--- config.mk ---
export PLATFORM = sky130hd
export DESIGN_NAME = dac_port_host
export DESIGN_NICKNAME = d
export VERILOG_FILES = /design/src/dac_port_pkg.sv /design/src/dac_req_fifo.sv /design/src/dac_port_host.sv
export SDC_FILE = /design/constraint.sdc
export NUM_CORES = 1
export LEC_CHECK = 0
export BUFFER_PORTS_ARGS = -buffer_cell sky130_fd_sc_hd__buf_2
export CORE_ASPECT_RATIO = 1.4
export CORE_UTILIZATION = 48
export DETAILED_ROUTE_END_ITERATION = 6
export PLACE_DENSITY_LB_ADDON = 0.2
export SETUP_SLACK_MARGIN = 0.02
export SYNTH_ARGS = -nofsm -noshare
export SYNTH_HDL_FRONTEND = slang
export SYNTH_SLANG_ARGS = --single-unit
--- constraint.sdc ---
create_clock -name REF_CLK_I -period 5.35 [get_ports REF_CLK_I]
set_clock_uncertainty 0.05 [all_clocks]
set_input_delay 1.605 -clock REF_CLK_I [delete_from_list [all_inputs] [get_ports REF_CLK_I]]
set_output_delay 1.605 -clock REF_CLK_I [all_outputs]
set_load 0.02 [all_outputs]
--- src/dac_port_pkg.sv ---
// Purpose: Constants and types for the parallel DAC port controller.
// Assumes: One 50 MHz clock; the DAC is a clockless edge-loaded port.
// Notes: Timing counts are whole cycles of the controller clock.
package dac_port_pkg;

	localparam int          CODE_W        = 12;
	localparam int          CLK_MHZ       = 50;
	localparam int          SETUP_NS      = 40;
	localparam int          SELECT_NS     = 60;
	localparam int          IDLE_NS       = 40;
	localparam int          SETUP_CYC     = (SETUP_NS * CLK_MHZ + 999) / 1000;
	localparam int          SELECT_CYC    = (SELECT_NS * CLK_MHZ + 999) / 1000;
	localparam int          IDLE_CYC      = (IDLE_NS * CLK_MHZ + 999) / 1000;
	localparam int          CNT_W         = 4;
	localparam int          FIFO_DEPTH    = 8;
	localparam logic [11:0] CODE_RESET    = 12'h000;
	localparam logic [3:0]  CNT_RESET     = 4'h0;

	typedef struct packed {
		logic              rd;
		logic [CODE_W-1:0] code;
	} req_t;

	typedef enum logic [2:0] {
		ST_IDLE,
		ST_SETUP,
		ST_SELECT,
		ST_RELEASE,
		ST_GAP
	} state_t;

endpackage

--- src/dac_req_fifo.sv ---
`timescale 1ns/1ns
// Purpose: Request FIFO with valid and ready on both sides.
// Assumes: Single clock, asynchronous active-low reset.
// Notes: Width and depth are parameters; depth is a power of two.
module dac_req_fifo #(
	parameter int WIDTH = 13,
	parameter int DEPTH = 8
) (
	// Clock and reset.
	input  wire logic             clk_i,
	input  wire logic             rst_n_i,
	// Fill side.
	input  wire logic             in_valid_i,
	output logic                  in_ready_o,
	input  wire logic [WIDTH-1:0] in_data_i,
	// Drain side.
	output logic                  out_valid_o,
	input  wire logic             out_ready_i,
	output logic      [WIDTH-1:0] out_data_o
);
	localparam int AW = $clog2(DEPTH);

	logic [WIDTH-1:0] mem [DEPTH];
	logic [AW:0]      wr_ptr;
	logic [AW:0]      rd_ptr;
	logic             push;
	logic             pop;

	assign in_ready_o  = (wr_ptr - rd_ptr) != (AW+1)'(DEPTH);
	assign out_valid_o = wr_ptr != rd_ptr;
	assign out_data_o  = mem[rd_ptr[AW-1:0]];
	assign push        = in_valid_i && in_ready_o;
	assign pop         = out_valid_o && out_ready_i;

	always_ff @(posedge clk_i) begin
		if (push) begin
			mem[wr_ptr[AW-1:0]] <= in_data_i;
		end
	end

	always_ff @(posedge clk_i or negedge rst_n_i) begin
		if (!rst_n_i) begin
			wr_ptr <= '0;
			rd_ptr <= '0;
		end else begin
			if (push) begin
				wr_ptr <= wr_ptr + 1'b1;
			end
			if (pop) begin
				rd_ptr <= rd_ptr + 1'b1;
			end
		end
	end

endmodule // dac_req_fifo

--- src/dac_port_host.sv ---
`timescale 1ns/1ns
// Purpose: Host controller that writes and reads back a parallel DAC code.
// Assumes: DAC pins are synchronous to REF_CLK_I; data bus is two-way.
// Notes: Requests queue in an 8-entry FIFO; each access is one select pulse.
module dac_port_host
	import dac_port_pkg::*;
(
	// Clock and reset.
	input  wire logic              REF_CLK_I,
	input  wire logic              RESETN_I,
	// Request side.
	input  wire logic              REQ_VALID_I,
	output logic                   REQ_READY_O,
	input  wire logic              REQ_RD_I,
	input  wire logic [CODE_W-1:0] REQ_CODE_I,
	// Answer side.
	output logic                   DONE_O,
	output logic                   RD_VALID_O,
	output logic      [CODE_W-1:0] RD_CODE_O,
	output logic                   BUSY_O,
	// DAC pins.
	output logic                   DAC_SEL_N_O,
	output logic                   DAC_RD_WR_N_O,
	output logic      [CODE_W-1:0] DAC_DATA_O,
	output logic                   DAC_DATA_OE_N_O,
	input  wire logic [CODE_W-1:0] DAC_DATA_I
);

	//--------------------------------------------------------------
	// Request queue
	//--------------------------------------------------------------
	req_t   fifo_in;
	req_t   cur;
	logic   fifo_valid;
	logic   fifo_ready;
	logic   fifo_take;
	logic   fifo_push;
	state_t state;
	logic [CNT_W-1:0] cnt;
	logic [CNT_W-1:0] fill;
	logic [CNT_W-1:0] next_fill;

	assign fifo_in   = '{rd: REQ_RD_I, code: REQ_CODE_I};
	assign fifo_take = (state == ST_IDLE) && fifo_valid;
	assign fifo_push = REQ_VALID_I && REQ_READY_O;
	assign next_fill = fill + CNT_W'(fifo_push) - CNT_W'(fifo_take);

	dac_req_fifo #(
		.WIDTH ($bits(req_t)),
		.DEPTH (FIFO_DEPTH)
	) u_fifo (
		.clk_i       (REF_CLK_I),
		.rst_n_i     (RESETN_I),
		.in_valid_i  (fifo_push),
		.in_ready_o  (fifo_ready),
		.in_data_i   (fifo_in),
		.out_valid_o (fifo_valid),
		.out_ready_i (fifo_take),
		.out_data_o  (cur)
	);

	always_ff @(posedge REF_CLK_I or negedge RESETN_I) begin
		if (!RESETN_I) begin
			fill        <= CNT_RESET;
			REQ_READY_O <= 1'b0;
		end else begin
			fill        <= next_fill;
			REQ_READY_O <= next_fill != CNT_W'(FIFO_DEPTH);
		end
	end

	//--------------------------------------------------------------
	// Access sequencer
	//--------------------------------------------------------------
	function automatic logic [CNT_W-1:0] cyc(input int n);
		return CNT_W'(n - 1);
	endfunction

	req_t act;

	always_ff @(posedge REF_CLK_I or negedge RESETN_I) begin
		if (!RESETN_I) begin
			state <= ST_IDLE;
			cnt   <= CNT_RESET;
			act   <= '0;
		end else begin
			unique case (state)
				ST_IDLE: begin
					if (fifo_valid) begin
						act   <= cur;
						cnt   <= cyc(SETUP_CYC);
						state <= ST_SETUP;
					end
				end
				ST_SETUP: begin
					if (cnt == CNT_RESET) begin
						cnt   <= cyc(SELECT_CYC);
						state <= ST_SELECT;
					end else begin
						cnt <= cnt - 1'b1;
					end
				end
				ST_SELECT: begin
					if (cnt == CNT_RESET) begin
						state <= ST_RELEASE;
					end else begin
						cnt <= cnt - 1'b1;
					end
				end
				ST_RELEASE: begin
					cnt   <= cyc(IDLE_CYC);
					state <= ST_GAP;
				end
				ST_GAP: begin
					if (cnt == CNT_RESET) begin
						state <= ST_IDLE;
					end else begin
						cnt <= cnt - 1'b1;
					end
				end
			endcase
		end
	end

	//--------------------------------------------------------------
	// Pin drive
	//--------------------------------------------------------------
	always_ff @(posedge REF_CLK_I or negedge RESETN_I) begin
		if (!RESETN_I) begin
			DAC_SEL_N_O     <= 1'b1;
			DAC_RD_WR_N_O   <= 1'b1;
			DAC_DATA_O      <= CODE_RESET;
			DAC_DATA_OE_N_O <= 1'b1;
		end else begin
			if (state == ST_SETUP && cnt == CNT_RESET) begin
				DAC_SEL_N_O <= 1'b0;
			end else if (state == ST_SELECT && cnt == CNT_RESET) begin
				DAC_SEL_N_O <= 1'b1;
			end
			if (state == ST_IDLE && fifo_valid) begin
				DAC_RD_WR_N_O   <= cur.rd;
				DAC_DATA_O      <= cur.code;
				DAC_DATA_OE_N_O <= cur.rd;
			end else if (state == ST_GAP && cnt == CNT_RESET) begin
				DAC_RD_WR_N_O   <= 1'b1;
				DAC_DATA_OE_N_O <= 1'b1;
			end
		end
	end

	//--------------------------------------------------------------
	// Answers
	//--------------------------------------------------------------
	always_ff @(posedge REF_CLK_I or negedge RESETN_I) begin
		if (!RESETN_I) begin
			DONE_O     <= 1'b0;
			RD_VALID_O <= 1'b0;
			RD_CODE_O  <= CODE_RESET;
			BUSY_O     <= 1'b0;
		end else begin
			DONE_O     <= state == ST_RELEASE;
			RD_VALID_O <= 1'b0;
			BUSY_O     <= state != ST_IDLE || fifo_valid;
			if (state == ST_SELECT && cnt == CNT_RESET && act.rd) begin
				RD_CODE_O  <= DAC_DATA_I;
				RD_VALID_O <= 1'b1;
			end
		end
	end

	//--------------------------------------------------------------
	// Checks
	//--------------------------------------------------------------
	sel_pulse_a: assert property (@(posedge REF_CLK_I) disable iff (!RESETN_I)
		$fell(DAC_SEL_N_O) |-> !DAC_SEL_N_O [*3] ##1 DAC_SEL_N_O)
		else $error("Select pulse length wrong.");
	write_drive_a: assert property (@(posedge REF_CLK_I) disable iff (!RESETN_I)
		(!DAC_SEL_N_O && !DAC_RD_WR_N_O) |-> !DAC_DATA_OE_N_O)
		else $error("Write without bus drive.");
	read_release_a: assert property (@(posedge REF_CLK_I) disable iff (!RESETN_I)
		DAC_RD_WR_N_O |-> DAC_DATA_OE_N_O)
		else $error("Bus driven during read.");
	rw_stable_a: assert property (@(posedge REF_CLK_I) disable iff (!RESETN_I)
		!DAC_SEL_N_O |-> $stable(DAC_RD_WR_N_O) && $stable(DAC_DATA_O))
		else $error("Control changed while selected.");
	read_sample_a: assert property (@(posedge REF_CLK_I) disable iff (!RESETN_I)
		RD_VALID_O |-> $past(DAC_RD_WR_N_O) && $past(DAC_SEL_N_O, 2) == 1'b0)
		else $error("Read sampled outside select.");
	done_after_a: assert property (@(posedge REF_CLK_I) disable iff (!RESETN_I)
		$rose(DAC_SEL_N_O) |-> ##1 DONE_O)
		else $error("Done missing after access.");
	setup_first_a: assert property (@(posedge REF_CLK_I) disable iff (!RESETN_I)
		$fell(DAC_SEL_N_O) |-> $past(DAC_SEL_N_O, 2))
		else $error("Select fell without setup.");
	gap_min_a: assert property (@(posedge REF_CLK_I) disable iff (!RESETN_I)
		$rose(DAC_SEL_N_O) |-> DAC_SEL_N_O [*4])
		else $error("Select high gap too short.");
	ready_safe_a: assert property (@(posedge REF_CLK_I) disable iff (!RESETN_I)
		REQ_READY_O |-> fifo_ready)
		else $error("Ready shown while queue full.");
	fill_bound_a: assert property (@(posedge REF_CLK_I) disable iff (!RESETN_I)
		fill <= CNT_W'(FIFO_DEPTH))
		else $error("Queue count out of range.");
	done_pulse_a: assert property (@(posedge REF_CLK_I) disable iff (!RESETN_I)
		DONE_O |=> !DONE_O)
		else $error("Done longer than one cycle.");
	read_code_a: assert property (@(posedge REF_CLK_I) disable iff (!RESETN_I)
		RD_VALID_O |-> RD_CODE_O == $past(DAC_DATA_I))
		else $error("Read code not taken from bus.");
	idle_release_a: assert property (@(posedge REF_CLK_I) disable iff (!RESETN_I)
		!BUSY_O |-> DAC_DATA_OE_N_O && DAC_SEL_N_O)
		else $error("Pins active while idle.");

	//--------------------------------------------------------------
	// Cover points
	//--------------------------------------------------------------
	write_cov_c: cover property (@(posedge REF_CLK_I) $rose(DAC_SEL_N_O) && !DAC_RD_WR_N_O);
	read_cov_c: cover property (@(posedge REF_CLK_I) RD_VALID_O);
	full_cov_c: cover property (@(posedge REF_CLK_I) !REQ_READY_O && BUSY_O);
	queue_cov_c: cover property (@(posedge REF_CLK_I) DONE_O && fifo_valid);

endmodule // dac_port_host

# Word-level counts from Yosys, hierarchy flattened
# Memories as Yosys holds them, arrays and structs flattened.
# Cells that the tools add are included.
# word_totals
reg_bits	50
mem_bits_rw	104
in_bits	28
out_inout_bits	31
wordCells	67
n_memories	1
# memory_table
name	depth	width	rd	rd_ports_with_merged_regs	wr	line_no	rtl
u_fifo.mem	8	13	1	0	1	dac_req_fifo.sv:23	logic [WIDTH-1:0] mem [DEPTH];
# op_classes
addsub	6
eq_ne	12
n_mux	16
reduce_logical	18
# op_table
operator	count
$pmux 4 s4	1
$pmux 3 s5	1
$mux 3	4
$mux 4	3
$ne 2x2->1 const B	5
$add 4x1->4 const B	2
$logic_and 1x1->1	8
$ne 4x4->1 const B	2
$mux 1	7
$eq 3x2->1 const B	2
$add 4x1->4	1
$logic_not 4->1	1
$ne 4x4->1	1
$reduce_and 2->1	2
$reduce_and 4->1	1
$reduce_bool 2->1	2
$sub 4x1->4	1
$sub 4x1->4 const B	1
$sub 4x4->4	1
$eq 3x1->1 const B	1
$eq 3x3->1 const B	1
$logic_not 3->1	1
$reduce_bool 3->1	1
$reduce_or 2->1	1
$logic_or 1x1->1	1

# Logic depth before layout (Yosys ltp)
# logic_depth
ltp_word	5
ltp_mapped	14
ltp_nobuf	12

# Cells and area by module
# From an unflattened synthesis, not the netlist that was laid out.
# unflattened
hier_cells	390
area_unflattened_um2	6398.6
# modules_own_cells
mod	n_inst	cells_per_inst	area_each_um2	seq_area_each_um2
dac_req_fifo	1	234	4485.6	3323.2
dac_port_host	1	156	1913.1	1053.5

# Worst setup path before layout
# Ideal clock, no wire load.
# synth_timing
path_type	flip-flop to flip-flop
start	reg u_fifo.rd_ptr[2]
end	mem u_fifo.mem[4][0] (enable)
setup_time_ns	0.417
t_arrival_ns	3.391
required_time_ns	4.883
slack_ns	1.492
path_stages_with_launch	9
path_buffers	1
synth_period_minus_slack_ns	3.858
path_cell_list	dfrtp_1 > clkinv_1 > buf_1 > ha_1 > a21oi_1 > o21ai_1 > xor2_1 > a21oi_2 > nor4bb_1
# synth_via
elab_chain_len	5
# synth_lines
item	line_no	rtl
start: declaration	dac_req_fifo.sv:25	logic [AW:0] rd_ptr;
start signal: assignment	dac_req_fifo.sv:50	rd_ptr <= rd_ptr + 1'b1;
$sub 4x4->4	dac_req_fifo.sv:29	assign in_ready_o = (wr_ptr - rd_ptr) != (AW+1)'(DEPTH);
$ne 4x4->1	dac_req_fifo.sv:29	
$logic_and 1x1->1	dac_req_fifo.sv:32	assign push = in_valid_i && in_ready_o;
$mux 1	dac_req_fifo.sv:36	if (push) begin
$mux 1 (implied by the code)	dac_req_fifo.sv:37	mem[wr_ptr[AW-1:0]] <= in_data_i;
end: declaration	dac_req_fifo.sv:23	
# No other way between the ends.

# Final worst setup path
# layout_timing
start	reg u_fifo.rd_ptr[1]
end	reg REQ_READY_O
# layout_via
elab_chain_len	4
# layout_lines
item	line_no	rtl
$ne 4x4->1	dac_req_fifo.sv:30	assign out_valid_o = wr_ptr != rd_ptr;
$logic_and 1x1->1	dac_port_host.sv:44	assign fifo_take = (state == ST_IDLE) && fifo_valid;
net fifo_take	dac_port_host.sv:36	logic fifo_take;
$sub 4x1->4	dac_port_host.sv:46	assign next_fill = fill + CNT_W'(fifo_push) - CNT_W'(fifo_take);
net next_fill[1]	dac_port_host.sv:41	logic [CNT_W-1:0] next_fill;
$ne 4x4->1	dac_port_host.sv:68	REQ_READY_O <= next_fill != CNT_W'(FIFO_DEPTH);
end signal: assignment	dac_port_host.sv:68	
end: declaration	dac_port_host.sv:13	output logic REQ_READY_O,
# The timed path passes the listed nets, and every way through them passes these cells.
# A chain may end at the register's enable or synchronous reset.

==> impl_metrics.toml <==
[synth]
ys_ff_latch = 154
post_synth_num_cell_types = 50
syn_area_mm2 = 0.006309
synth.avg_cell_area_um2 = 16.96
yosys-top-cells-area = "edfxtp_1, dfrtp_1, mux4_2"
yosysSeqAreaShare = 0.6938
yosysWarnings = 0
synth-main-ff-cell = "edfxtp_1"
synth_nets = 411
ys_async_sr_fraction = 0.3247
yosysTopAreaCellShare = 0.4950
netlist_instances = 372
synth_edf_count = 104
synth_area_leader_cell = "edfxtp_1"

[clock_tree]
cts_made_buffers = 17
tritoncts = "yes"
clockBufferDepth = 2
cts.sinks = 154
path_clk_slew_ns = 0.06
post_cts_resized = 0
htree_levels = 4
hold_buffers = 0
cts_setup_buffers = 0
root_buffer = "clkbuf_16"
clkLatencyLatePin_ns = 0.42

[place]
dp_hpwl_um = 6887
dpl_worst_slack_ns = 1.771
dp.cells = 572
globalplace.congestion = 0.7846
io_buffers = 58

[floorplanning]
start_util = 0.4923
ios = 59
coreArea_mm2 = 0.01281
rows = 49
fp.dieH_um = 137.6
die-area_mm2 = 0.01361
fp.dieW_um = 98.89

[global_route]
grt_pass1_vias = 3327
grt_overflow_total = 0
grt_pass1_wl_um = 17580
grt_max_degree = 51
grt_use_total = 0.1797
antenna_found_initial = 0

[sta]
final-setup-viol-count = 0
relSlewSlack = 0.2940
hold_viol_final = 0
period_share = 0.6643
tns_ns = 0
setup_ws_ns = 1.796
fmax_ghz = 0.2814
tightest_slew_ns = 1.057
hold_slack_ns = 0.4366
rsz0062_at_grt = "no"
report.final.slew_viol_count = 0
fin_crit_ns = 3.554

[detailed_routing]
vias = 3274
firstDrtPassIters = 6
first_iter_violations = 170
vias_per_cell = 5.430
wire_per_inst_um = 18.38
ant_nets = 0
drc = 0
routed_wl_um = 11080

[pwr]
cellPowerDensity_mw_per_mm2 = 603.9
ir_worst_vdd_mv = 0.2768
comb_power_share = 0.348
p_seq_frac = 0.402
switching_share = 0.3422
switchingPower_mw = 1.510
intPower_mw = 2.903
p_clk_frac = 0.250
leakage_nw = 2.820
total_power_mw = 4.413

[critical_path]
ff2ff_path_depth = 14
reg2reg_slack_ns = 1.80
worstPathRequired_ns = 5.58
start_kind = "register"
endpoint_kind = "register"
r2r-start = "u_fifo.rd_ptr[1]"
rr_endpoint = "REQ_READY_O"
startpoint = "u_fifo.rd_ptr[1]"
crit_fanout = 29
critPathKind = "reg -> reg"
cp_data_arrival_time_ns = 3.79

[cells_and_area]
area_growth_pct = 15.85
final_cells = 603
nNetsFinal = 477
antenna_cells = 0
drive_gt1_frac = 0.2844

[hold_path]
hold_start = "RD_CODE_O[0]"
hold_end = "RD_CODE_O[0]"
whs_path_depth = 1
min_path_type = "reg -> reg"

[flow_run]
maxCapViolCount = 0

[status]
status = "finished, final reports clean"
-- state kept, by name, indices dropped and copies added (netlist names) --
register         flops
BUSY_O               1
DAC_DATA_O          12
DAC_DATA_OE_N_O      1
DAC_SEL_N_O          1
DONE_O               1
RD_CODE_O           12
RD_VALID_O           1
REQ_READY_O          1
act                  1
cnt                  4
fill                 4
state                3
u_fifo.mem         104
u_fifo.rd_ptr        4
u_fifo.wr_ptr        4
-- per-layer routing --
metal	GRT usage	up-vias	routed length, µm
met5	0	-	0
met4	0.08209	0	199
met3	0.04718	22	475
met2	0.3085	89	5797
met1	0.2127	1615	4610
li1	-	1548	-
-- synth_stat cells (6+ instances only) --
cell type and count:
inv_1 17, buf_2 6, xnor2_1 13, mux4_2 26, mux2_1 13, dfrtp_1 48, ha_1 10, o21ai_1 14
nand2_1 25, edfxtp_1 104, nor2_1 12, mux2i_1 14
-- power groups by stage --
| stage | clock network [mW] | registers, mW | logic (mW) |
|---|---|---|---|
| CTS | 1.13 | 1.78 | 1.57 |
| finish | 1.10 | 1.78 | 1.53 |
| global placement | 0 | 1.79 | 1.53 |
| global route | 1.17 | 1.81 | 1.71 |
| detailed placement | 0 | 1.80 | 1.56 |
| floorplan | 0 | 1.84 | 1.10 |
-- worst max-delay path, stage by stage (launching register included) --
cell and delay, ns:
dfrtp_1 0.32, buf_4 0.38, inv_1 0.12, ha_1 0.37
nand4_1 0.10, nand2_1 0.08, buf_4 0.29, inv_2 0.11
ha_1 0.30, inv_1 0.06, ha_1 0.16, inv_1 0.05
fa_1 0.47, inv_1 0.05, or4b_1 0.51
-- cell usage in the layout (no fill, tap or decap), types with 4 or more instances in the layout --
cell and n:
buf_2 58, nor2_1 12, mux2_1 13, buf_4 5, inv_6 4, mux2i_1 14, dfrtp_1 47, a21oi_1 5
clkbuf_16 17, o21ai_1 14, ha_1 10, xnor2_1 13, edfxtp_1 104, nand2_1 25, o21ai_0 4, mux4_2 26
inv_1 17, clkinvlp_4 4
-- cell type report --
type	count	area, µm²
Timing Repair Buffer	63	327.8
Fill cell	997	5505
Inverter	19	71.32
Tap cell	153	191.4
Clock inverter	14	121.4
Clock buffer	17	425.4
Multi-Input combinational cell	183	1793
Sequential cell	154	4378
-- metrics by stage --
| stage | cell area (µm²) | util |
|---|---|---|
| detailed placement | 6761 | 0.5277 |
| floorplan | 6309 | - |
| global placement | 6761 | 0.5277 |
| CTS | 7308 | 0.5704 |
| global route | 7308 | 0.5704 |
| finish | 7308 | 0.5704 |
-- worst max-delay path by stage --
stage                             endpoint  slack, ns  cells after the start
after global routing           REQ_READY_O       1.51                     14
after floorplan           u_fifo.mem[4][0]       1.49                      8
after CTS                      REQ_READY_O       1.77                     14
after global placement         REQ_READY_O       1.83                     14
final                          REQ_READY_O       1.80                     14
after detailed placement       REQ_READY_O       1.77                     14
-- cells by family (layout without fill, tap and decap cells) --
| family | Yosys count | in the layout | share of synthesized area |
|---|---|---|---|
| buffers and inverters | 35 | 113 | 0.02439 |
| multiplexers | 53 | 53 | 0.1382 |
| XOR/XNOR | 16 | 16 | 0.02221 |
| adder cells (fa/ha/maj) | 11 | 11 | 0.02301 |
| AND/OR/NAND/NOR | 64 | 64 | 0.05454 |
| AO/OA/AOI/OAI | 39 | 39 | 0.04384 |
| flip-flops | 154 | 154 | 0.6938 |
No activity file was read; power rests on OpenSTA's default activity.
